<file path="config.mk">
export PLATFORM = sky130hd
export DESIGN_NAME = dlink_host
export DESIGN_NICKNAME = d
export VERILOG_FILES = /design/src/pkg/dlink_pkg.sv /design/src/hdl/dlink_host.sv
export SDC_FILE = /design/constraint.sdc
export NUM_CORES = 1
export LEC_CHECK = 0
export CAP_MARGIN = 20
export CORE_MARGIN = 10
export CORE_UTILIZATION = 50
export CTS_CLUSTER_DIAMETER = 150
export DETAILED_ROUTE_END_ITERATION = 7
export DONT_BUFFER_PORTS = 1
export GPL_TIMING_DRIVEN = 0
export PLACE_DENSITY = 0.65
export SLEW_MARGIN = 20
export SYNTH_ARGS = -nofsm -noshare
export SYNTH_HDL_FRONTEND = slang
export SYNTH_SLANG_ARGS = --single-unit
</file>
<file path="constraint.sdc">
create_clock -name ref_clk_i -period 8.6 [get_ports ref_clk_i]
set_clock_uncertainty 0.15 [all_clocks]
set_input_delay 0.86 -clock ref_clk_i [delete_from_list [all_inputs] [get_ports ref_clk_i]]
set_output_delay 0.86 -clock ref_clk_i [all_outputs]
set_load 0.1 [all_outputs]
</file>
<file path="src/pkg/dlink_pkg.sv">
// Functional notes
// - Hold each LP lane state at least 50 ns
// - Data LP-00 prepare 40+4UI to 85+6UI
// - Data prepare plus HS-0 at least 140+10UI
// - LP-11 at least 100 ns after burst
// - Flipped trail state at least 60+4UI
// - Clock runs 60+52UI after data back LP
// - Clock trail state at least 60 ns
// - Clock LP-00 38-95 ns, plus HS-0 300 ns (here LP-00 lasts one cycle, 100 ns)
// - Clock runs 8 UI before data starts
// - Clock trail to LP-11 within 105+12UI
// - Turnaround LP periods last 50 to 75 ns (here each lasts one cycle, 100 ns)
// - On handback, wait one to two periods
// - Host drives LP-00 four periods, then releases
// - Commands after 5 ms, wake after 120 ms
// - Apply a reset after power-up completes
package dlink_pkg;
   localparam int CLK_NS = 100;
   // One bit per reference cycle, so one UI equals one clock period
   localparam int UI_NS = 100;

   function automatic int cyc_ceil(input int ns);
      int c;
      c = (ns + CLK_NS - 1) / CLK_NS;
      return (c < 1) ? 1 : c;
   endfunction

   function automatic int cyc_floor(input int ns);
      int c;
      c = ns / CLK_NS;
      return (c < 1) ? 1 : c;
   endfunction

   localparam int LP_MIN_NS = 50;
   localparam int DATA_PREP_MIN_NS = 40 + 4 * UI_NS;
   localparam int DATA_PREP_MAX_NS = 85 + 6 * UI_NS;
   localparam int DATA_PREP_ZERO_NS = 140 + 10 * UI_NS;
   localparam int EXIT_NS = 100;
   localparam int DATA_TRAIL_NS = 60 + 4 * UI_NS;
   localparam int CLK_POST_NS = 60 + 52 * UI_NS;
   localparam int CLK_TRAIL_NS = 60;
   localparam int CLK_PREP_MAX_NS = 95;
   localparam int CLK_PREP_ZERO_NS = 300;
   localparam int CLK_PRE_NS = 8 * UI_NS;
   localparam int EOT_MAX_NS = 105 + 12 * UI_NS;
   localparam int TA_LP_MAX_NS = 75;
   localparam int RST_LOW_NS = 10_000;
   localparam int CMD_WAIT_NS = 5_000_000;
   localparam int WAKE_WAIT_NS = 120_000_000;

   localparam int LP_CYC = cyc_ceil(LP_MIN_NS);
   localparam int DATA_PREP_CYC = cyc_ceil(DATA_PREP_MIN_NS);
   localparam int DATA_ZERO_CYC = cyc_ceil(DATA_PREP_ZERO_NS) - DATA_PREP_CYC;
   localparam int EXIT_CYC = cyc_ceil(EXIT_NS);
   localparam int DATA_TRAIL_CYC = cyc_ceil(DATA_TRAIL_NS);
   localparam int CLK_POST_CYC = cyc_ceil(CLK_POST_NS);
   localparam int CLK_TRAIL_CYC = cyc_ceil(CLK_TRAIL_NS);
   localparam int CLK_PREP_CYC = cyc_floor(CLK_PREP_MAX_NS);
   localparam int CLK_ZERO_CYC = cyc_ceil(CLK_PREP_ZERO_NS) - CLK_PREP_CYC;
   localparam int CLK_PRE_CYC = cyc_ceil(CLK_PRE_NS);
   localparam int EOT_MAX_CYC = cyc_floor(EOT_MAX_NS);
   localparam int TA_LP_CYC = cyc_floor(TA_LP_MAX_NS);
   localparam int TA_GO_CYC = 4 * TA_LP_CYC;
   localparam int TA_SURE_CYC = TA_LP_CYC;
   localparam int SYNC_LAT = 2;
   localparam int TA_TIMEOUT_CYC = 200;
   localparam int RST_LOW_CYC = cyc_ceil(RST_LOW_NS);
   localparam int CMD_WAIT_CYC = cyc_ceil(CMD_WAIT_NS);
   localparam int WAKE_WAIT_CYC = cyc_ceil(WAKE_WAIT_NS);

   localparam logic [7:0] SYNC_BYTE = 8'hB8;
   localparam int SHIFT_BITS = 16;

   typedef enum logic [4:0] {
      ST_IDLE = 5'h00,
      ST_C_PREP = 5'h01,
      ST_C_ZERO = 5'h02,
      ST_C_PRE = 5'h03,
      ST_D_LP01 = 5'h04,
      ST_D_PREP = 5'h05,
      ST_D_ZERO = 5'h06,
      ST_D_SHIFT = 5'h07,
      ST_D_TRAIL = 5'h08,
      ST_D_EXIT = 5'h09,
      ST_C_POST = 5'h0A,
      ST_C_TRAIL = 5'h0B,
      ST_C_EXIT = 5'h0C,
      ST_TA_LP10 = 5'h0D,
      ST_TA_LP00 = 5'h0E,
      ST_TA_LP10B = 5'h0F,
      ST_TA_GO = 5'h10,
      ST_TA_LISTEN = 5'h11,
      ST_TA_SURE = 5'h12,
      ST_TA_BACK = 5'h13
   } link_st_e;
endpackage

</file>
<file path="src/hdl/dlink_host.sv">
`timescale 1ns/1ns
module dlink_host #(
   parameter int CMD_WAIT_CYC = dlink_pkg::CMD_WAIT_CYC,
   parameter int WAKE_WAIT_CYC = dlink_pkg::WAKE_WAIT_CYC
) (
   // Clock and reset
   input wire logic ref_clk_i,
   input wire logic rst_n_i,
   // User requests
   input wire logic burst_valid_i,
   input wire logic [7:0] burst_byte_i,
   output logic burst_ready_o,
   input wire logic bta_req_i,
   output logic bta_ready_o,
   input wire logic reset_req_i,
   // User status
   output logic burst_done_o,
   output logic bta_done_o,
   output logic bta_timeout_o,
   output logic cmd_ok_o,
   output logic wake_ok_o,
   // Data lane 0 low-power pins, two-way
   input wire logic d0_lp_p_i,
   input wire logic d0_lp_n_i,
   output logic d0_lp_p_o,
   output logic d0_lp_n_o,
   output logic d0_lp_oe_o,
   // Data lane 0 high-speed driver
   output logic d0_hs_en_o,
   output logic d0_hs_data_o,
   // Clock lane
   output logic clk_lp_p_o,
   output logic clk_lp_n_o,
   output logic clk_hs_en_o,
   output logic hs_clk_o,
   // Display reset line
   output logic hw_reset_line_n_o
);
   dlink_pkg::link_st_e st_ff, nxt_st;
   logic [7:0] cnt_ff;
   logic [1:0] ln_s1_ff, ln_s2_ff;
   logic seen10_ff;
   logic [15:0] shift_ff;
   logic hs_data_ff, hs_clk_ff;
   logic burst_done_ff, bta_done_ff, bta_to_ff;
   logic [26:0] rcnt_ff;
   logic rlow_ff, cmd_ok_ff, wake_ok_ff;

   function automatic logic [7:0] len_of(input dlink_pkg::link_st_e s);
      case (s)
         dlink_pkg::ST_C_PREP: len_of = 8'(dlink_pkg::CLK_PREP_CYC);
         dlink_pkg::ST_C_ZERO: len_of = 8'(dlink_pkg::CLK_ZERO_CYC);
         dlink_pkg::ST_C_PRE: len_of = 8'(dlink_pkg::CLK_PRE_CYC);
         dlink_pkg::ST_D_LP01: len_of = 8'(dlink_pkg::LP_CYC);
         dlink_pkg::ST_D_PREP: len_of = 8'(dlink_pkg::DATA_PREP_CYC);
         dlink_pkg::ST_D_ZERO: len_of = 8'(dlink_pkg::DATA_ZERO_CYC);
         dlink_pkg::ST_D_SHIFT: len_of = 8'(dlink_pkg::SHIFT_BITS);
         dlink_pkg::ST_D_TRAIL: len_of = 8'(dlink_pkg::DATA_TRAIL_CYC);
         dlink_pkg::ST_D_EXIT: len_of = 8'(dlink_pkg::EXIT_CYC);
         dlink_pkg::ST_C_POST: len_of = 8'(dlink_pkg::CLK_POST_CYC);
         dlink_pkg::ST_C_TRAIL: len_of = 8'(dlink_pkg::CLK_TRAIL_CYC);
         dlink_pkg::ST_C_EXIT: len_of = 8'(dlink_pkg::EXIT_CYC);
         dlink_pkg::ST_TA_GO: len_of = 8'(dlink_pkg::TA_GO_CYC);
         dlink_pkg::ST_TA_LISTEN: len_of = 8'(dlink_pkg::TA_TIMEOUT_CYC);
         dlink_pkg::ST_TA_SURE:
            len_of = 8'(dlink_pkg::TA_GO_CYC + dlink_pkg::TA_SURE_CYC - dlink_pkg::SYNC_LAT);
         default: len_of = 8'(dlink_pkg::TA_LP_CYC);
      endcase
   endfunction

   wire [7:0] cur_len_w = len_of(st_ff);
   wire done_w = (cnt_ff == cur_len_w - 8'h01);
   wire idle_w = (st_ff == dlink_pkg::ST_IDLE);
   // No link traffic until the display has settled after its reset
   wire go_burst_w = idle_w && cmd_ok_ff && burst_valid_i;
   wire go_bta_w = idle_w && cmd_ok_ff && !burst_valid_i && bta_req_i;
   wire hs_w = st_ff inside {dlink_pkg::ST_D_ZERO, dlink_pkg::ST_D_SHIFT, dlink_pkg::ST_D_TRAIL};
   wire released_w = st_ff inside {dlink_pkg::ST_TA_LISTEN, dlink_pkg::ST_TA_SURE};
   wire clk_run_w = st_ff inside {dlink_pkg::ST_C_PRE, dlink_pkg::ST_D_LP01, dlink_pkg::ST_D_PREP,
                                  dlink_pkg::ST_D_ZERO, dlink_pkg::ST_D_SHIFT, dlink_pkg::ST_D_TRAIL,
                                  dlink_pkg::ST_D_EXIT, dlink_pkg::ST_C_POST};
   wire clk_hs_w = clk_run_w || st_ff inside {dlink_pkg::ST_C_ZERO, dlink_pkg::ST_C_TRAIL};
   // Clock flop follows the next state, so the first toggle is seen as the lead period opens
   wire clk_run_nxt_w = nxt_st inside {dlink_pkg::ST_C_PRE, dlink_pkg::ST_D_LP01, dlink_pkg::ST_D_PREP,
                                       dlink_pkg::ST_D_ZERO, dlink_pkg::ST_D_SHIFT, dlink_pkg::ST_D_TRAIL,
                                       dlink_pkg::ST_D_EXIT, dlink_pkg::ST_C_POST};
   wire lp01_w = (st_ff == dlink_pkg::ST_D_LP01);
   wire lp00_w = st_ff inside {dlink_pkg::ST_D_PREP, dlink_pkg::ST_TA_LP00, dlink_pkg::ST_TA_GO};
   wire lp10_w = st_ff inside {dlink_pkg::ST_TA_LP10, dlink_pkg::ST_TA_LP10B};
   wire clk_lp11_w = st_ff inside {dlink_pkg::ST_IDLE, dlink_pkg::ST_C_EXIT, dlink_pkg::ST_TA_LP10,
                                   dlink_pkg::ST_TA_LP00, dlink_pkg::ST_TA_LP10B, dlink_pkg::ST_TA_GO,
                                   dlink_pkg::ST_TA_LISTEN, dlink_pkg::ST_TA_SURE, dlink_pkg::ST_TA_BACK};
   wire dev_lp00_w = seen10_ff && (ln_s2_ff == 2'h0);

   always_comb begin
      nxt_st = st_ff;
      case (st_ff)
         dlink_pkg::ST_IDLE: begin
            if (go_burst_w) begin
               nxt_st = dlink_pkg::ST_C_PREP;
            end else if (go_bta_w) begin
               nxt_st = dlink_pkg::ST_TA_LP10;
            end
         end
         dlink_pkg::ST_C_PREP: if (done_w) nxt_st = dlink_pkg::ST_C_ZERO;
         dlink_pkg::ST_C_ZERO: if (done_w) nxt_st = dlink_pkg::ST_C_PRE;
         dlink_pkg::ST_C_PRE: if (done_w) nxt_st = dlink_pkg::ST_D_LP01;
         dlink_pkg::ST_D_LP01: if (done_w) nxt_st = dlink_pkg::ST_D_PREP;
         dlink_pkg::ST_D_PREP: if (done_w) nxt_st = dlink_pkg::ST_D_ZERO;
         dlink_pkg::ST_D_ZERO: if (done_w) nxt_st = dlink_pkg::ST_D_SHIFT;
         dlink_pkg::ST_D_SHIFT: if (done_w) nxt_st = dlink_pkg::ST_D_TRAIL;
         dlink_pkg::ST_D_TRAIL: if (done_w) nxt_st = dlink_pkg::ST_D_EXIT;
         dlink_pkg::ST_D_EXIT: if (done_w) nxt_st = dlink_pkg::ST_C_POST;
         dlink_pkg::ST_C_POST: if (done_w) nxt_st = dlink_pkg::ST_C_TRAIL;
         dlink_pkg::ST_C_TRAIL: if (done_w) nxt_st = dlink_pkg::ST_C_EXIT;
         dlink_pkg::ST_C_EXIT: if (done_w) nxt_st = dlink_pkg::ST_IDLE;
         dlink_pkg::ST_TA_LP10: if (done_w) nxt_st = dlink_pkg::ST_TA_LP00;
         dlink_pkg::ST_TA_LP00: if (done_w) nxt_st = dlink_pkg::ST_TA_LP10B;
         dlink_pkg::ST_TA_LP10B: if (done_w) nxt_st = dlink_pkg::ST_TA_GO;
         dlink_pkg::ST_TA_GO: if (done_w) nxt_st = dlink_pkg::ST_TA_LISTEN;
         dlink_pkg::ST_TA_LISTEN: begin
            if (dev_lp00_w) begin
               nxt_st = dlink_pkg::ST_TA_SURE;
            end else if (done_w) begin
               nxt_st = dlink_pkg::ST_TA_BACK;
            end
         end
         // Device LP-00 seen late by the synchroniser, so its latency is taken off the wait
         dlink_pkg::ST_TA_SURE: if (done_w) nxt_st = dlink_pkg::ST_TA_BACK;
         dlink_pkg::ST_TA_BACK: if (done_w) nxt_st = dlink_pkg::ST_IDLE;
         default: nxt_st = dlink_pkg::ST_IDLE;
      endcase
   end

   always_ff @(posedge ref_clk_i) begin
      if (!rst_n_i) begin
         st_ff <= dlink_pkg::ST_IDLE;
         cnt_ff <= 8'h00;
      end else begin
         st_ff <= nxt_st;
         cnt_ff <= (nxt_st != st_ff) ? 8'h00 : cnt_ff + 8'h01;
      end
   end

   // Lane pins come from the display side, so they are synchronised first
   always_ff @(posedge ref_clk_i) begin
      if (!rst_n_i) begin
         ln_s1_ff <= 2'h3;
         ln_s2_ff <= 2'h3;
         seen10_ff <= 1'b0;
      end else begin
         ln_s1_ff <= {d0_lp_p_i, d0_lp_n_i};
         ln_s2_ff <= ln_s1_ff;
         seen10_ff <= (st_ff == dlink_pkg::ST_TA_LISTEN) && (seen10_ff || ln_s2_ff == 2'h2);
      end
   end

   // Sync byte goes out first, then the payload, least significant bit first
   always_ff @(posedge ref_clk_i) begin
      if (!rst_n_i) begin
         shift_ff <= 16'h0000;
         hs_data_ff <= 1'b0;
      end else if (go_burst_w) begin
         shift_ff <= {burst_byte_i, dlink_pkg::SYNC_BYTE};
      end else if (nxt_st == dlink_pkg::ST_D_SHIFT) begin
         // Bits are launched on entry so the flipped trail keeps its full length
         shift_ff <= {1'b0, shift_ff[15:1]};
         hs_data_ff <= shift_ff[0];
      end else if (st_ff == dlink_pkg::ST_D_SHIFT && nxt_st == dlink_pkg::ST_D_TRAIL) begin
         hs_data_ff <= ~hs_data_ff;
      end else if (st_ff == dlink_pkg::ST_D_PREP) begin
         hs_data_ff <= 1'b0;
      end
   end

   // Link clock is divided from the reference clock; no second domain
   always_ff @(posedge ref_clk_i) begin
      if (!rst_n_i) begin
         hs_clk_ff <= 1'b0;
      end else begin
         hs_clk_ff <= clk_run_nxt_w ? ~hs_clk_ff : 1'b0;
      end
   end

   always_ff @(posedge ref_clk_i) begin
      if (!rst_n_i) begin
         burst_done_ff <= 1'b0;
         bta_done_ff <= 1'b0;
         bta_to_ff <= 1'b0;
      end else begin
         burst_done_ff <= (st_ff == dlink_pkg::ST_C_EXIT) && done_w;
         bta_done_ff <= (st_ff == dlink_pkg::ST_TA_BACK) && done_w;
         bta_to_ff <= (st_ff == dlink_pkg::ST_TA_LISTEN) && done_w && !dev_lp00_w;
      end
   end

   // Power-up always issues a reset pulse, since the line may not have been stable
   wire rlow_end_w = rlow_ff && (rcnt_ff == 27'(dlink_pkg::RST_LOW_CYC - 1));
   always_ff @(posedge ref_clk_i) begin
      if (!rst_n_i) begin
         rlow_ff <= 1'b1;
         rcnt_ff <= 27'h0000000;
         cmd_ok_ff <= 1'b0;
         wake_ok_ff <= 1'b0;
      end else if (reset_req_i && !rlow_ff && idle_w) begin
         rlow_ff <= 1'b1;
         rcnt_ff <= 27'h0000000;
         cmd_ok_ff <= 1'b0;
         wake_ok_ff <= 1'b0;
      end else if (rlow_end_w) begin
         rlow_ff <= 1'b0;
         rcnt_ff <= 27'h0000000;
      end else begin
         if (!wake_ok_ff) begin
            rcnt_ff <= rcnt_ff + 27'h0000001;
         end
         if (!rlow_ff && rcnt_ff == 27'(CMD_WAIT_CYC - 1)) cmd_ok_ff <= 1'b1;
         if (!rlow_ff && rcnt_ff == 27'(WAKE_WAIT_CYC - 1)) wake_ok_ff <= 1'b1;
      end
   end

   assign burst_ready_o = idle_w && cmd_ok_ff;
   assign bta_ready_o = idle_w && cmd_ok_ff && !burst_valid_i;
   assign burst_done_o = burst_done_ff;
   assign bta_done_o = bta_done_ff;
   assign bta_timeout_o = bta_to_ff;
   assign cmd_ok_o = cmd_ok_ff;
   assign wake_ok_o = wake_ok_ff;
   assign d0_lp_oe_o = !hs_w && !released_w;
   assign d0_lp_p_o = d0_lp_oe_o && !lp01_w && !lp00_w;
   assign d0_lp_n_o = d0_lp_oe_o && !lp00_w && !lp10_w;
   assign d0_hs_en_o = hs_w;
   assign d0_hs_data_o = hs_data_ff;
   assign clk_lp_p_o = clk_lp11_w;
   assign clk_lp_n_o = clk_lp11_w;
   assign clk_hs_en_o = clk_hs_w;
   assign hs_clk_o = hs_clk_ff;
   assign hw_reset_line_n_o = !rlow_ff;
endmodule

</file>
# ---- Word-level counts from Yosys, hierarchy flattened
# Memories as Yosys holds them, arrays and structs flattened. A register that Yosys moved wholly into a read port is not among the register bits.
# Index checks and enable logic that the tools add are counted.
dict set report totals {
  romBits 256
  memories 1
  regBits 69
  out_inout_bits 17
}
dict set report op_classes {
  eq_ne 33
  muxes 27
  addsub 3
  bitwise 5
  reduce_logical 52
}
# name words word_bits rd rd_clocked_by_memory_dff write_ports line
set memory_table {}
lappend memory_table {{(no name shown)} 32 8 1 1 0 dlink_host.sv:50} ;# case (s)
# cell count
set op_table {}
lappend op_table {{5-bit two-way mux} 21}
lappend op_table {{5-bit one-hot mux with 19 select lines} 1}
lappend op_table {{5-bit by 4-bit == test with 1-bit output, second input constant} 11}
lappend op_table {{5-bit by 3-bit == test with 1-bit output, second input constant} 8}
lappend op_table {{16-bit two-way mux} 2}
lappend op_table {{27-bit by 1-bit adder with 27-bit output, second input constant} 1}
lappend op_table {{27-bit by 16-bit == test with 1-bit output, second input constant} 1}
lappend op_table {{27-bit by 21-bit == test with 1-bit output, second input constant} 1}
lappend op_table {{27-bit by 7-bit == test with 1-bit output, second input constant} 1}
lappend op_table {{1-bit logical AND} 21}
lappend op_table {{5-bit == test, second input constant} 4}
lappend op_table {{8-bit nonzero test} 2}
lappend op_table {{5-bit by 2-bit == test with 1-bit output, second input constant} 3}
lappend op_table {{3-bit nonzero test} 3}
lappend op_table {{9-bit nonzero test} 1}
lappend op_table {{8-bit by 1-bit adder with 8-bit output, second input constant} 1}
lappend op_table {{8-bit == test} 1}
lappend op_table {{1-bit zero test} 8}
lappend op_table {{2-bit AND reduction} 4}
lappend op_table {{2-bit nonzero test} 4}
lappend op_table {{2-bit OR reduction} 4}
lappend op_table {{8-bit by 1-bit subtractor with 8-bit output, second input constant} 1}
lappend op_table {{5-bit by 1-bit == test with 1-bit output, second input constant} 1}
lappend op_table {{5-bit zero test} 1}
lappend op_table {{other kinds (7)} 14}

# ---- Depth between registers and ports, before layout
# Gate-level depths: netlist of the first run.
dict set report logic_depth {
  ltp_word 11
  depth_mapped 12
  depth_no_buf 10
}

# ---- Least setup slack after synthesis of the first run
# Ideal clock, no wire load.
dict set report synth_timing {
  path_kind {register to output}
  from {reg st_ff[0]}
  to {out d0_lp_oe_o}
  arrival_ns 2.542
  path_slack_ns 5.048
  path_stages_with_launch 7
  required_ns 7.590
  n_path_buf 2
  path_cell_list {dfxtp_1 buf_2 clkbuf_1 xor2_1 a21oi_1 nor2_1 a21oi_1}
}
dict set report synth_between {
  elab_chain_cells 4
  elab_cells_between_ends 10
}
# element line
set synth_lines {}
lappend synth_lines {{start, declared} dlink_host.sv:39} ;# dlink_pkg::link_st_e st_ff, nxt_st;
lappend synth_lines {{start signal, assigned} dlink_host.sv:137} ;# st_ff <= dlink_pkg::ST_IDLE;
lappend synth_lines {{start signal, assigned} dlink_host.sv:140} ;# st_ff <= nxt_st;
lappend synth_lines {{5-bit by 3-bit == test with 1-bit output, or another cell as far along} dlink_host.sv:77} ;# wire hs_w = st_ff inside {dlink_pkg::ST_D_ZERO, dlink_pkg::ST_D_SHIFT, dlink_pkg::ST_D_TRAIL};
lappend synth_lines {{3-bit nonzero test / 2-bit nonzero test (equally long branches)} {dlink_host.sv:77, dlink_host.sv:78}}
lappend synth_lines {{1-bit zero test} dlink_host.sv:229} ;# assign d0_lp_oe_o = !hs_w && !released_w;
lappend synth_lines {{1-bit logical AND *} dlink_host.sv:229}
lappend synth_lines {{end, declared} dlink_host.sv:27} ;# output logic d0_lp_oe_o,
# Mark *: on every way between the ends. The rest lies on a longest branch, timed or not.

# ---- Final worst setup path of the first run
dict set report layout_timing {
  from {reg cmd_ok_ff (netlist: cmd_ok_o)}
  to {reg cnt_ff[5]}
}
dict set report layout_between {
  elab_chain_cells 8
  elab_cells_between_ends 9
}
# element line
set layout_lines {}
lappend layout_lines {{start, declared} dlink_host.sv:47} ;# logic rlow_ff, cmd_ok_ff, wake_ok_ff;
lappend layout_lines {{start signal, assigned} dlink_host.sv:203} ;# cmd_ok_ff <= 1'b0;
lappend layout_lines {{start signal, assigned} dlink_host.sv:208} ;# cmd_ok_ff <= 1'b0;
lappend layout_lines {{start signal, assigned} dlink_host.sv:217} ;# if (!rlow_ff && rcnt_ff == 27'(CMD_WAIT_CYC - 1)) cmd_ok_ff <= 1'b1;
lappend layout_lines {{1-bit logical AND *} n/a}
lappend layout_lines {{net burst_ready_o} dlink_host.sv:12} ;# output logic burst_ready_o,
lappend layout_lines {{1-bit logical AND (2 in series)} dlink_host.sv:76} ;# wire go_bta_w = idle_w && cmd_ok_ff && !burst_valid_i && bta_req_i;
lappend layout_lines {{5-bit two-way mux} dlink_host.sv:101} ;# end else if (go_bta_w) begin
lappend layout_lines {{5-bit two-way mux *} dlink_host.sv:99} ;# if (go_burst_w) begin
lappend layout_lines {{5-bit one-hot mux with 19 select lines *} dlink_host.sv:97} ;# case (st_ff)
lappend layout_lines {{5-bit inequality test *} dlink_host.sv:141} ;# cnt_ff <= (nxt_st != st_ff) ? 8'h00 : cnt_ff + 8'h01;
lappend layout_lines {{2-bit OR reduction (no line) *} n/a}
lappend layout_lines {{end signal, assigned} dlink_host.sv:141}
lappend layout_lines {{end, declared} dlink_host.sv:40} ;# logic [7:0] cnt_ff;
# Mark *: on every way through the listed nets, which the timed path passes. The rest lies on a longest branch.
# A chain may end at the register's enable or synchronous reset.

==> reports/metrics.cfg, run 1 <==
[floorplan]
core-area_mm2 = 0.00773
die_y_um = 109
ios = 32
fp-row-count = 32
die_x_um = 109
start_util = 0.515
dieArea_mm2 = 0.0119

[min_path]
min_path_cells = 1
min_to = ln_s2_ff[1]
worstHoldStart = ln_s1_ff[1]
hp-class = register to register

[timing]
slew_headroom = 0.233
setup_violations = 0
drv_slew = 0
min_period_ns = 4.14
fin_setup_tns_ns = 0
worst_pin_slew_ns = 1.15
hold_slack_ns = 0.259
fin_crit_sh = 0.482
hold_viol = 0
setup_ws_ns = 4.46
rsz0062_at_grt = false
max_freq_mhz = 241

[placed_design]
dp_cells = 578
postPlaceCellArea_mm2 = 0.00416
place.port_buffers = 0
hpwlAfterDp_mm = 6.92
gp_congestion = 0.880
dp_slack_ns = 4.49

[yosys]
syn_avg_cell_area_um2 = 8.36
synthArstFlopShare = 0
syn_area_mm2 = 0.00398
postSynthCellCount = 476
synth-seq-cells = 76
ys_seq_area_frac = 0.382
yosys_most_used_dff = dfxtp_1
syn-num-nets = 494
synth_edf_count = 0
yosysWarnings = 0
synth.distinct_cells = 77

[setup_path]
r2r.worst_path.cells = 7
slowest_stage = dfxtp_1
setup.worst_path.start_class = register
cp-end-kind = register
r2r_end = cnt_ff[5]
cp_cell_sequence = and3_1, nand2_1, o2111ai_1, o32ai_2, clkbuf_1, o211ai_1, nor3_1
required_ns = 8.67
r2r_start = cmd_ok_o
worst-path-max-fanout = 10
max_stage_delay_ns = 1.02
crit_buf_inv = 1
r2r_slack_ns = 4.46
cp_data_arrival_time_ns = 4.21
path_class = register to register
critPathTopFamily = simple AND/OR/NAND/NOR gates

[detailed_routing]
routed_via_density = 5.90
antenna_left = 0
drt_iter0_markers = 233
firstDrtPassIters = 5
wl_per_cell_um = 16.0
drt_wl_total_mm = 9.49
vias = 3503
drc = 0

[global_routing]
antenna_found_initial = 0
grt_pass1_wl_mm = 15.5
grt_remaining_overflow = 0
grt_pass1_vias = 3125
grt_usage = 0.160
grt_max_degree = 14

[final_layout]
area_growth_pct = 8.61
final_nets = 505
final_cell_mix = 76 x dfxtp_1, 56 x nor2_1, 33 x nand2_1
layout_commonest_cell = dfxtp_1
diodes = 0
drive_above_1_share = 0.108
final-instance-count-excl-fill = 594
seqCellArea_mm2 = 0.00152
utilization = 0.560
final_area_mm2 = 0.00432
multi_input_area_mm2 = 0.00233
fill_cells = 718

[clock_network]
cts.root.buffer_cell = clkbuf_8
clk_path_buf_depth = 2
ctsResizeCount = 0
cts_buffers = 9
clkSlewWorstSetupHoldPaths_ns = 0.09
cts_tree = yes
cts_post_setup_buffers_inserted = 0
cts.sinks = 76
ctsHoldBuffers = 0
clk_latency_ns = 0.35
h-tree-depth = 3

[job]
maxCapViolCount = 0

[power_and_ir_drop]
fin_total_pwr_mw = 1.39
power_density_mw_per_mm2 = 320
p_leak_nw = 1.54
ir_worst_vdd_uv = 142

[outcome]
status = finished, final reports clean

-- synth_stat cells (3+ instances only) --
cell type	number	area (um^2)
and4_1	3	26.3
and3b_1	3	26.3
o211ai_1	8	60.1
or3_1	5	31.3
nand4_1	8	50.1
a31oi_1	4	25.0
nor2_1	57	214
o221a_2	4	45.0
xnor2_1	8	70.1
o21ai_0	20	100
nand3b_1	4	30.0
a21oi_1	26	130
dfxtp_1	76	1520
nand3_1	28	140
nor2b_1	5	31.3
and3_1	10	62.6
a32oi_1	3	26.3
buf_2	5	25.0
nand2b_1	7	43.8
a311oi_1	5	43.8
inv_1	15	56.3
nand2_1	33	124
ha_1	3	37.5
and2_1	3	18.8
xor2_1	28	245
clkbuf_1	17	63.8
nor3_1	30	150
-- worst max path at each step --
stage | startpoint | to | slack [ns] | depth (start not counted)
2_1_floorplan | st_ff[0] | d0_lp_oe_o | 5.05 | 6
3_3_place_gp | cmd_ok_o | cnt_ff[3] | 4.48 | 7
3_5_place_dp | cmd_ok_o | cnt_ff[5] | 4.49 | 7
4_1_cts | cmd_ok_o | cnt_ff[5] | 4.47 | 7
5_1_grt | cmd_ok_o | cnt_ff[1] | 4.21 | 7
6_report | cmd_ok_o | cnt_ff[5] | 4.46 | 7
-- worst reg2reg max path, stage by stage (launching register included) --
cell and delay [ns]:
dfxtp_1 1.02, and3_1 0.98, nand2_1 0.45, o2111ai_1 0.27
o32ai_2 0.15, clkbuf_1 0.25, o211ai_1 0.63, nor3_1 0.11
-- cell type report --
type	count	share of cell area
multi-input cells	359	0.538
flip-flops and latches	76	0.352
clock buffers	10	0.0295
well taps	102	0.0295
plain buffers	25	0.0275
inverters	16	0.0139
clock inverters	6	0.00926
-- per-layer routing --
metal / global-route usage / wire length (um) / vias to the layer above
li1: - / - / 1745
met1: 0.230 / 4770 / 1645
met2: 0.224 / 3900 / 100
met3: 0.0407 / 681 / 13
met4: 0.0613 / 142 / 0
met5: 0 / 0 / -
-- registers in the layout (all words and copies together) (netlist names), 2 cells and up --
| signal | flops |
|---|---|
| st_ff | 5 |
| ln_s2_ff | 2 |
| ln_s1_ff | 2 |
| rcnt_ff | 27 |
| cur_len_w | 7 |
| cnt_ff | 8 |
| shift_ff | 16 |
-- report_power, final --
part / leakage [nW] / switching [mW] / internal, mW
combinational: 0.843 / 0.522 / 0.223
clock: 0.0864 / 0.137 / 0.105
sequential: 0.615 / 0.0265 / 0.372
total: 1.54 / 0.686 / 0.700
-- cells by family after synthesis --
group / count (synthesis) / synth area share
flip-flops: 76 / 0.382
XOR/XNOR: 37 / 0.0833
multiplexers: 3 / 0.00817
AND/OR/NAND/NOR: 215 / 0.286
adder cells (fa/ha/maj): 3 / 0.00943
AO/OA/AOI/OAI: 101 / 0.186
buffers and inverters: 41 / 0.0449
(Power assumes the default switching activity.)
==> run 2: changes to the inputs <==
--- a/config.mk
+++ b/config.mk
@@ -5,6 +5,7 @@
 export SDC_FILE = /design/constraint.sdc
 export NUM_CORES = 1
 export LEC_CHECK = 0
+export ABC_AREA = 1
 export CAP_MARGIN = 20
 export CORE_MARGIN = 10
 export CORE_UTILIZATION = 50
@@ -12,7 +13,7 @@
 export DETAILED_ROUTE_END_ITERATION = 7
 export DONT_BUFFER_PORTS = 1
 export GPL_TIMING_DRIVEN = 0
-export PLACE_DENSITY = 0.65
+export PLACE_DENSITY = 0.68
 export SLEW_MARGIN = 20
 export SYNTH_ARGS = -nofsm -noshare
 export SYNTH_HDL_FRONTEND = slang
==> constraint.sdc (replaced) <==
create_clock -name ref_clk_i -period 3.4 [get_ports ref_clk_i]
set_clock_uncertainty 0.15 [all_clocks]
set_input_delay 0.34 -clock ref_clk_i [delete_from_list [all_inputs] [get_ports ref_clk_i]]
set_output_delay 0.34 -clock ref_clk_i [all_outputs]
set_load 0.1 [all_outputs]
==> run 2 against run 1 <==
Sequential share of layout area decreased by 4.3 points. Largest cell class unchanged. Via count up 21%. Global-route usage increased by 1.1 points. Critical path depth grew 3. Register-to-register slack worse by 4.2 ns.
==> reports/metrics.cfg, run 2 <==
[outcome]
status = finished, final reports clean

[detailed_routing]
routed_via_density = 5.38  ; -8.7%
firstDrtPassIters = 5  ; unchanged
vias = 4248  ; +21%
drt_wl_total_mm = 11.0  ; +16%
antenna_left = 0  ; unchanged
wl_per_cell_um = 13.9  ; -13%
drc = 0  ; unchanged
drt_iter0_markers = 223  ; -4.3%

[setup_path]
required_ns = 2.91  ; -5.76 ns
r2r_slack_ns = 0.22  ; -4.24 ns
cp_data_arrival_time_ns = 2.86  ; -1.35 ns
r2r_start = cmd_ok_o
cp-end-kind = primary output
setup.worst_path.start_class = register
path_class = register to primary output
r2r_end = shift_ff[9]
worst-path-max-fanout = 6  ; -4
r2r.worst_path.cells = 14  ; +7

[final_layout]
drive_above_1_share = 0.181  ; +0.0729
largest_reg_flops = 27  ; unchanged
area_growth_pct = 12.0
final_nets = 694  ; +37%
final_area_mm2 = 0.00496  ; +15%
largest_register = rcnt_ff
utilization = 0.572  ; +0.0125
reg.largest.list = rcnt_ff x27, shift_ff x16, cnt_ff x8
diodes = 0  ; unchanged
layout_commonest_cell = nand2_1
final_cell_mix = 145 x nand2_1, 87 x nor2_1, 72 x dfxtp_1

[placed_design]
postPlaceCellArea_mm2 = 0.00463  ; +11%
hpwlAfterDp_mm = 8.23  ; +19%
gp_congestion = 0.908  ; +3.2%
place.port_buffers = 0  ; unchanged

[timing]
drv_slew = 0  ; unchanged
min_period_ns = 3.35
fin_crit_sh = 0.985
slew_headroom = 0.278  ; +0.0448
worst_pin_slew_ns = 1.08  ; -0.0694 ns
hold_viol = 0  ; unchanged
max_freq_mhz = 299
setup_violations = 0  ; unchanged

[min_path]
min_path_cells = 2  ; +1
hp-class = input port to register
worstHoldStart = rst_n_i
min_to = shift_ff[10]

[power_and_ir_drop]
ir_worst_vdd_uv = 280  ; +97%
fin_total_pwr_mw = 3.00  ; +120%
power_density_mw_per_mm2 = 605  ; +89%
p_leak_nw = 2.12  ; +38%

[yosys]
yosys_most_used_dff = dfxtp_1
synthAdderAreaFrac = 0.00847  ; -0.000958
syn-num-nets = 668  ; +35%
yosysWarnings = 0  ; unchanged
postSynthCellCount = 650  ; +37%
ys_seq_area_frac = 0.343  ; -0.0388
synth_top_family_by_area = simple AND/OR/NAND/NOR gates
synthSimpleGateAreaFrac = 0.453  ; +0.167
syn_avg_cell_area_um2 = 6.82  ; -18%
synth-seq-cells = 76  ; unchanged
synth.area.mux_share = 0  ; -0.00817
syn_area_mm2 = 0.00443  ; +11%
synth.distinct_cells = 40  ; -48%
synth_top_area_share = 0.343  ; -0.0388
synth.most_common_cell = nand2_1
synthXorXnorAreaFrac = 0.0296  ; -0.0536
synth_edf_count = 0  ; unchanged
synth_top_area_cell = dfxtp_1
synthArstFlopShare = 0  ; unchanged
synth_area_leaders = dfxtp_1 34%, nand2_1 12%, nor2_1 7.6%, nand3_1 5.6%, inv_1 5.6%
synth_common_cells = 146 x nand2_1, 90 x nor2_1, 76 x dfxtp_1
synth-compound-area-share = 0.0740  ; -0.112

[floorplan]
core-area_mm2 = 0.00868  ; +12%
fp-row-count = 34  ; +6.3%
die_x_um = 114  ; +4.5%
start_util = 0.511  ; -0.00455
ios = 32  ; unchanged
die_y_um = 114  ; +4.5%
dieArea_mm2 = 0.0130  ; +9.2%

[clock_network]
clk_path_buf_depth = 2  ; unchanged
cts.sinks = 76  ; unchanged
cts_tree = yes
clk_latency_ns = 0.36  ; about the same
cts.root.buffer_cell = clkbuf_8
cts_buffers = 9  ; unchanged
h-tree-depth = 3  ; unchanged
clkSlewWorstSetupHoldPaths_ns = 0.08  ; about the same

[job]
maxCapViolCount = 0  ; unchanged

[global_routing]
grt_pass1_wl_mm = 18.5  ; +19%
grt_max_degree = 13  ; -1
grt_remaining_overflow = 0  ; unchanged
grt_pass1_vias = 4019  ; +29%
grt_usage = 0.172  ; +0.0111
antenna_found_initial = 0  ; unchanged

[run 2: area by class of cell]
| type | count | area [um^2] |
|---|---|---|
| fillers | 831 | 3710 |
| multi-input cells | 480 | 2580 |
| plain buffers | 11 | 71.3 |
| repair buffers | 17 | 151 |
| flip-flops and latches | 76 | 1530 |
| clock inverters | 5 | 52.6 |
| inverters | 81 | 312 |
| well taps | 108 | 135 |
| clock buffers | 11 | 131 |
[run 2: how the worst max path moves through the flow]
stage	slack, ns	end	start	depth (start not counted)
global route	-0.02	d0_lp_p_o	st_ff[2]	10
floorplan	0.09	d0_lp_n_o	st_ff[0]	10
global placement	-0.07	d0_lp_n_o	st_ff[3]	8
CTS	0.05	d0_lp_n_o	st_ff[1]	10
finish	0.05	d0_lp_p_o	st_ff[2]	10
detailed placement	0.02	d0_lp_n_o	st_ff[3]	8
[run 2: per-stage QoR]
stage | TNS [ns] | worst slack, ns | hold WS (ns) | cells
2_1_floorplan | 0 | 0.0930 | 0.243 | 650
3_3_place_gp | -0.0704 | -0.0704 | 0.244 | 758
3_5_place_dp | 0 | 0.0158 | 0.252 | 759
4_1_cts | 0 | 0.0495 | 0.00131 | 785
5_1_grt | -0.0352 | -0.0231 | 0.00383 | 789
6_report | 0 | 0.0503 | 0.000943 | 789
[run 2: cell families after synthesis]
group / count (synthesis)
simple gates: 404
buf+inv: 94
flops: 76
compound gates: 58
xor+xnor: 15
fa+ha+maj: 3
[run 2: what timing repair did]
item | CTS | global route
setup endpoints to repair | 2 | 1
hold buffers | 5 | 0
hold endpoints to repair | 5 | 0
gates resized for setup | 7 | 8
pin swaps | 3 | 4
setup buffers | 5 | 6
[run 2: per-layer routing]
layer | track usage | part of all wire | vias to the layer above
met1 | 0.214 | 0.46 | 1951
met5 | 0 | 0 | -
li1 | - | - | 2169
met3 | 0.0372 | 0.051 | 21
met2 | 0.277 | 0.47 | 107
met4 | 0.0760 | 0.023 | 0
[run 2: power by group]
| part | switching (mW) | internal, mW |
|---|---|---|
| Clock | 0.345 | 0.336 |
| Sequential | 0.0479 | 0.927 |
| Combinational | 0.938 | 0.409 |
| Total | 1.33 | 1.67 |
[run 2: worst max-delay path: stages, from the launching register on]
cell and delay [ns]:
dfxtp_4 0.37, inv_2 0.07, nor2_2 0.05, nand2_1 0.11
inv_2 0.07, a21oi_4 0.14, o21ai_4 0.24, nor2_4 0.62
nand3_4 0.16, buf_6 0.17, nor2_4 0.49
==> run 3: changes to the inputs <==
--- a/config.mk
+++ b/config.mk
@@ -8,12 +8,12 @@
 export ABC_AREA = 1
 export CAP_MARGIN = 20
 export CORE_MARGIN = 10
-export CORE_UTILIZATION = 50
+export CORE_UTILIZATION = 43
 export CTS_CLUSTER_DIAMETER = 150
 export DETAILED_ROUTE_END_ITERATION = 7
 export DONT_BUFFER_PORTS = 1
 export GPL_TIMING_DRIVEN = 0
-export PLACE_DENSITY = 0.68
+export PLACE_DENSITY = 0.6
 export SLEW_MARGIN = 20
 export SYNTH_ARGS = -nofsm -noshare
 export SYNTH_HDL_FRONTEND = slang
==> run 3 against run 2 <==
Critical endpoint unchanged. Clock power increased by 2%. Via count decreased by 1.0%. Global-route usage decreased by 1.2 points.
==> reports/metrics.cfg, run 3 (synthesized netlist as in run 2, its figures left out) <==
[timing]
hold_viol = 0  ; unchanged
max_freq_mhz = 298  ; about the same
drv_slew = 0  ; unchanged
slew_headroom = 0.290  ; +0.0120
fin_crit_sh = 0.986  ; about the same
setup_ws_ns = 0.0475  ; -0.00276 ns
worst_pin_slew_ns = 1.06  ; -0.0165 ns
rsz0062_at_grt = true
fin_setup_tns_ns = 0  ; unchanged
hold_slack_ns = 0.0131  ; +0.0122 ns
min_period_ns = 3.35  ; +0.00276 ns
setup_violations = 0  ; unchanged

[detailed_routing]
routed_via_density = 5.13  ; -4.8%
wl_per_cell_um = 13.8  ; -0.75%
vias = 4205  ; -1.0%
drt_iter0_markers = 242  ; +8.5%
drt_wl_total_mm = 11.3  ; +3.2%
firstDrtPassIters = 7  ; +2
drc = 0  ; unchanged
antenna_left = 0  ; unchanged

[setup_path]
critPathTopFamily = simple AND/OR/NAND/NOR gates
slowest_stage = nor2_4
crit_buf_inv = 3  ; unchanged
cp_cell_sequence = inv_4, nor2_4, nand2_2, inv_2, a21oi_4, o21ai_4, nor2_4, nand3_4, buf_6, nor2_4
crit_top_cell = nor2_4
setup.worst_path.start_class = register
cp_data_arrival_time_ns = 2.86  ; about the same
cp-end-kind = primary output
path_class = register to primary output
worst-path-max-fanout = 6  ; unchanged
max_stage_delay_ns = 0.63  ; about the same
required_ns = 2.91  ; about the same

[placed_design]
gp_congestion = 0.890  ; -2.0%
dp_slack_ns = -0.0524  ; -0.0682 ns
hpwlAfterDp_mm = 8.51  ; +3.5%
dp_cells = 787  ; +3.7%
place.port_buffers = 0  ; unchanged
postPlaceCellArea_mm2 = 0.00466  ; +0.76%

[global_routing]
grt_pass1_vias = 4043  ; +0.60%
grt_max_degree = 13  ; unchanged
grtUsageMet3 = 0.0358  ; -0.00138
grt_pass1_wl_mm = 19.3  ; +4.6%
met2_usage = 0.263  ; -0.0136
busiest_layer = met2
antenna_found_initial = 0  ; unchanged
grt_remaining_overflow = 0  ; unchanged
gr-usage-met1 = 0.199  ; -0.0154
grt_usage = 0.159  ; -0.0122

[floorplan]
die_y_um = 122  ; +6.5%
dieArea_mm2 = 0.0148  ; +13%
ios = 32  ; unchanged
die_x_um = 122  ; +6.5%
core-area_mm2 = 0.0102  ; +17%
start_util = 0.435  ; -0.0755
fp-row-count = 37  ; +8.8%

[final_layout]
utilization = 0.497  ; -0.0748
fill_cells = 1051  ; +26%
final_area_mm2 = 0.00506  ; +2.0%
reg.largest.list = rcnt_ff x27, shift_ff x16, cnt_ff x8
drive_above_1_share = 0.192  ; +0.0109
area_growth_pct = 14.3
final_cell_mix = 144 x nand2_1, 86 x nor2_1, 70 x dfxtp_1
layout_commonest_cell = nand2_1
largest_reg_flops = 27  ; unchanged
final-instance-count-excl-fill = 820  ; +3.9%
diodes = 0  ; unchanged
largest_register = rcnt_ff
final_nets = 697  ; +0.43%

[power_and_ir_drop]
fin_total_pwr_mw = 3.05  ; +1.6%
net-switching-power_mw = 1.34  ; +0.35%
power_density_mw_per_mm2 = 602  ; -0.42%
power.share.combinational = 0.452  ; +0.003
switching_share = 0.438  ; -0.00538
ir_worst_vdd_uv = 363  ; +30%
pwr-share-clk = 0.228  ; about the same
internal-power_mw = 1.72  ; +2.6%
p_leak_nw = 2.15  ; +1.2%
seqPwrFrac = 0.320  ; -0.005

[clock_network]
clkSlewWorstSetupHoldPaths_ns = 0.08  ; about the same
cts_tree = yes
cts.root.buffer_cell = clkbuf_8
cts.sinks = 76  ; unchanged
clk_latency_ns = 0.36  ; about the same
cts_buffers = 9  ; unchanged
clk_path_buf_depth = 2  ; unchanged
h-tree-depth = 3  ; unchanged

[job]
maxCapViolCount = 0  ; unchanged

[outcome]
status = finished, final reports clean

[min_path]
hp-class = input port to register

==> run 3: cell count changes in the layout (fill, tap and decap cells not counted), sizes merged <==
cell / delta
dlygate4sd3: -1
clkinvlp: -1
clkbuf: +1
buf: +4
==> run 3: path summary, 6_finish.rpt <==
path / start / slack (ns) / depth (start not counted) / to
hold reg to reg: ln_s1_ff[1] / 0.27 / 1 / ln_s2_ff[1]
setup reg to reg: st_ff[1] / 0.32 / 18 / shift_ff[9]
hold / removal: rst_n_i / 0.01 / 2 / cur_len_w[5]
setup / recovery: st_ff[2] / 0.05 / 10 / d0_lp_p_o
==> run 3: routing by layer <==
layer,vias to the layer above,share of wire
li1,2172,-
met1,1932,0.45
met2,83,0.48
met3,18,0.046
met5,-,0
met4,0,0.018
==> run 3: repair_timing <==
item | 4_1_cts | 5_1_grt
resized for setup | 7 | 17
setup buffers | 9 | 6
endpoints found under the hold margin | 7 | 0
pin swaps | 3 | 5
hold buffers | 4 | 0
gates cloned | 0 | 0
endpoints found under the setup margin | 2 | 3
==> run 3: final cells by class <==
| cell class | count | area, um^2 | area share |
|---|---|---|---|
| buffer | 11 | 71.3 | 0.0141 |
| clock buffer | 12 | 145 | 0.0287 |
| multi-input combinational | 480 | 2590 | 0.511 |
| inverter | 81 | 317 | 0.0625 |
| clock inverter | 4 | 48.8 | 0.00963 |
| sequential | 76 | 1540 | 0.304 |
| timing repair buffer | 20 | 184 | 0.0363 |
| tap | 136 | 170 | 0.0336 |
==> run 3: power groups by stage <==
stage,registers (mW),logic (mW),clock network (mW)
floorplan,0.973,1.10,0
global placement,0.977,1.31,0
detailed placement,0.979,1.35,0
CTS,0.958,1.40,0.715
global route,0.985,1.54,0.747
finish,0.977,1.38,0.695
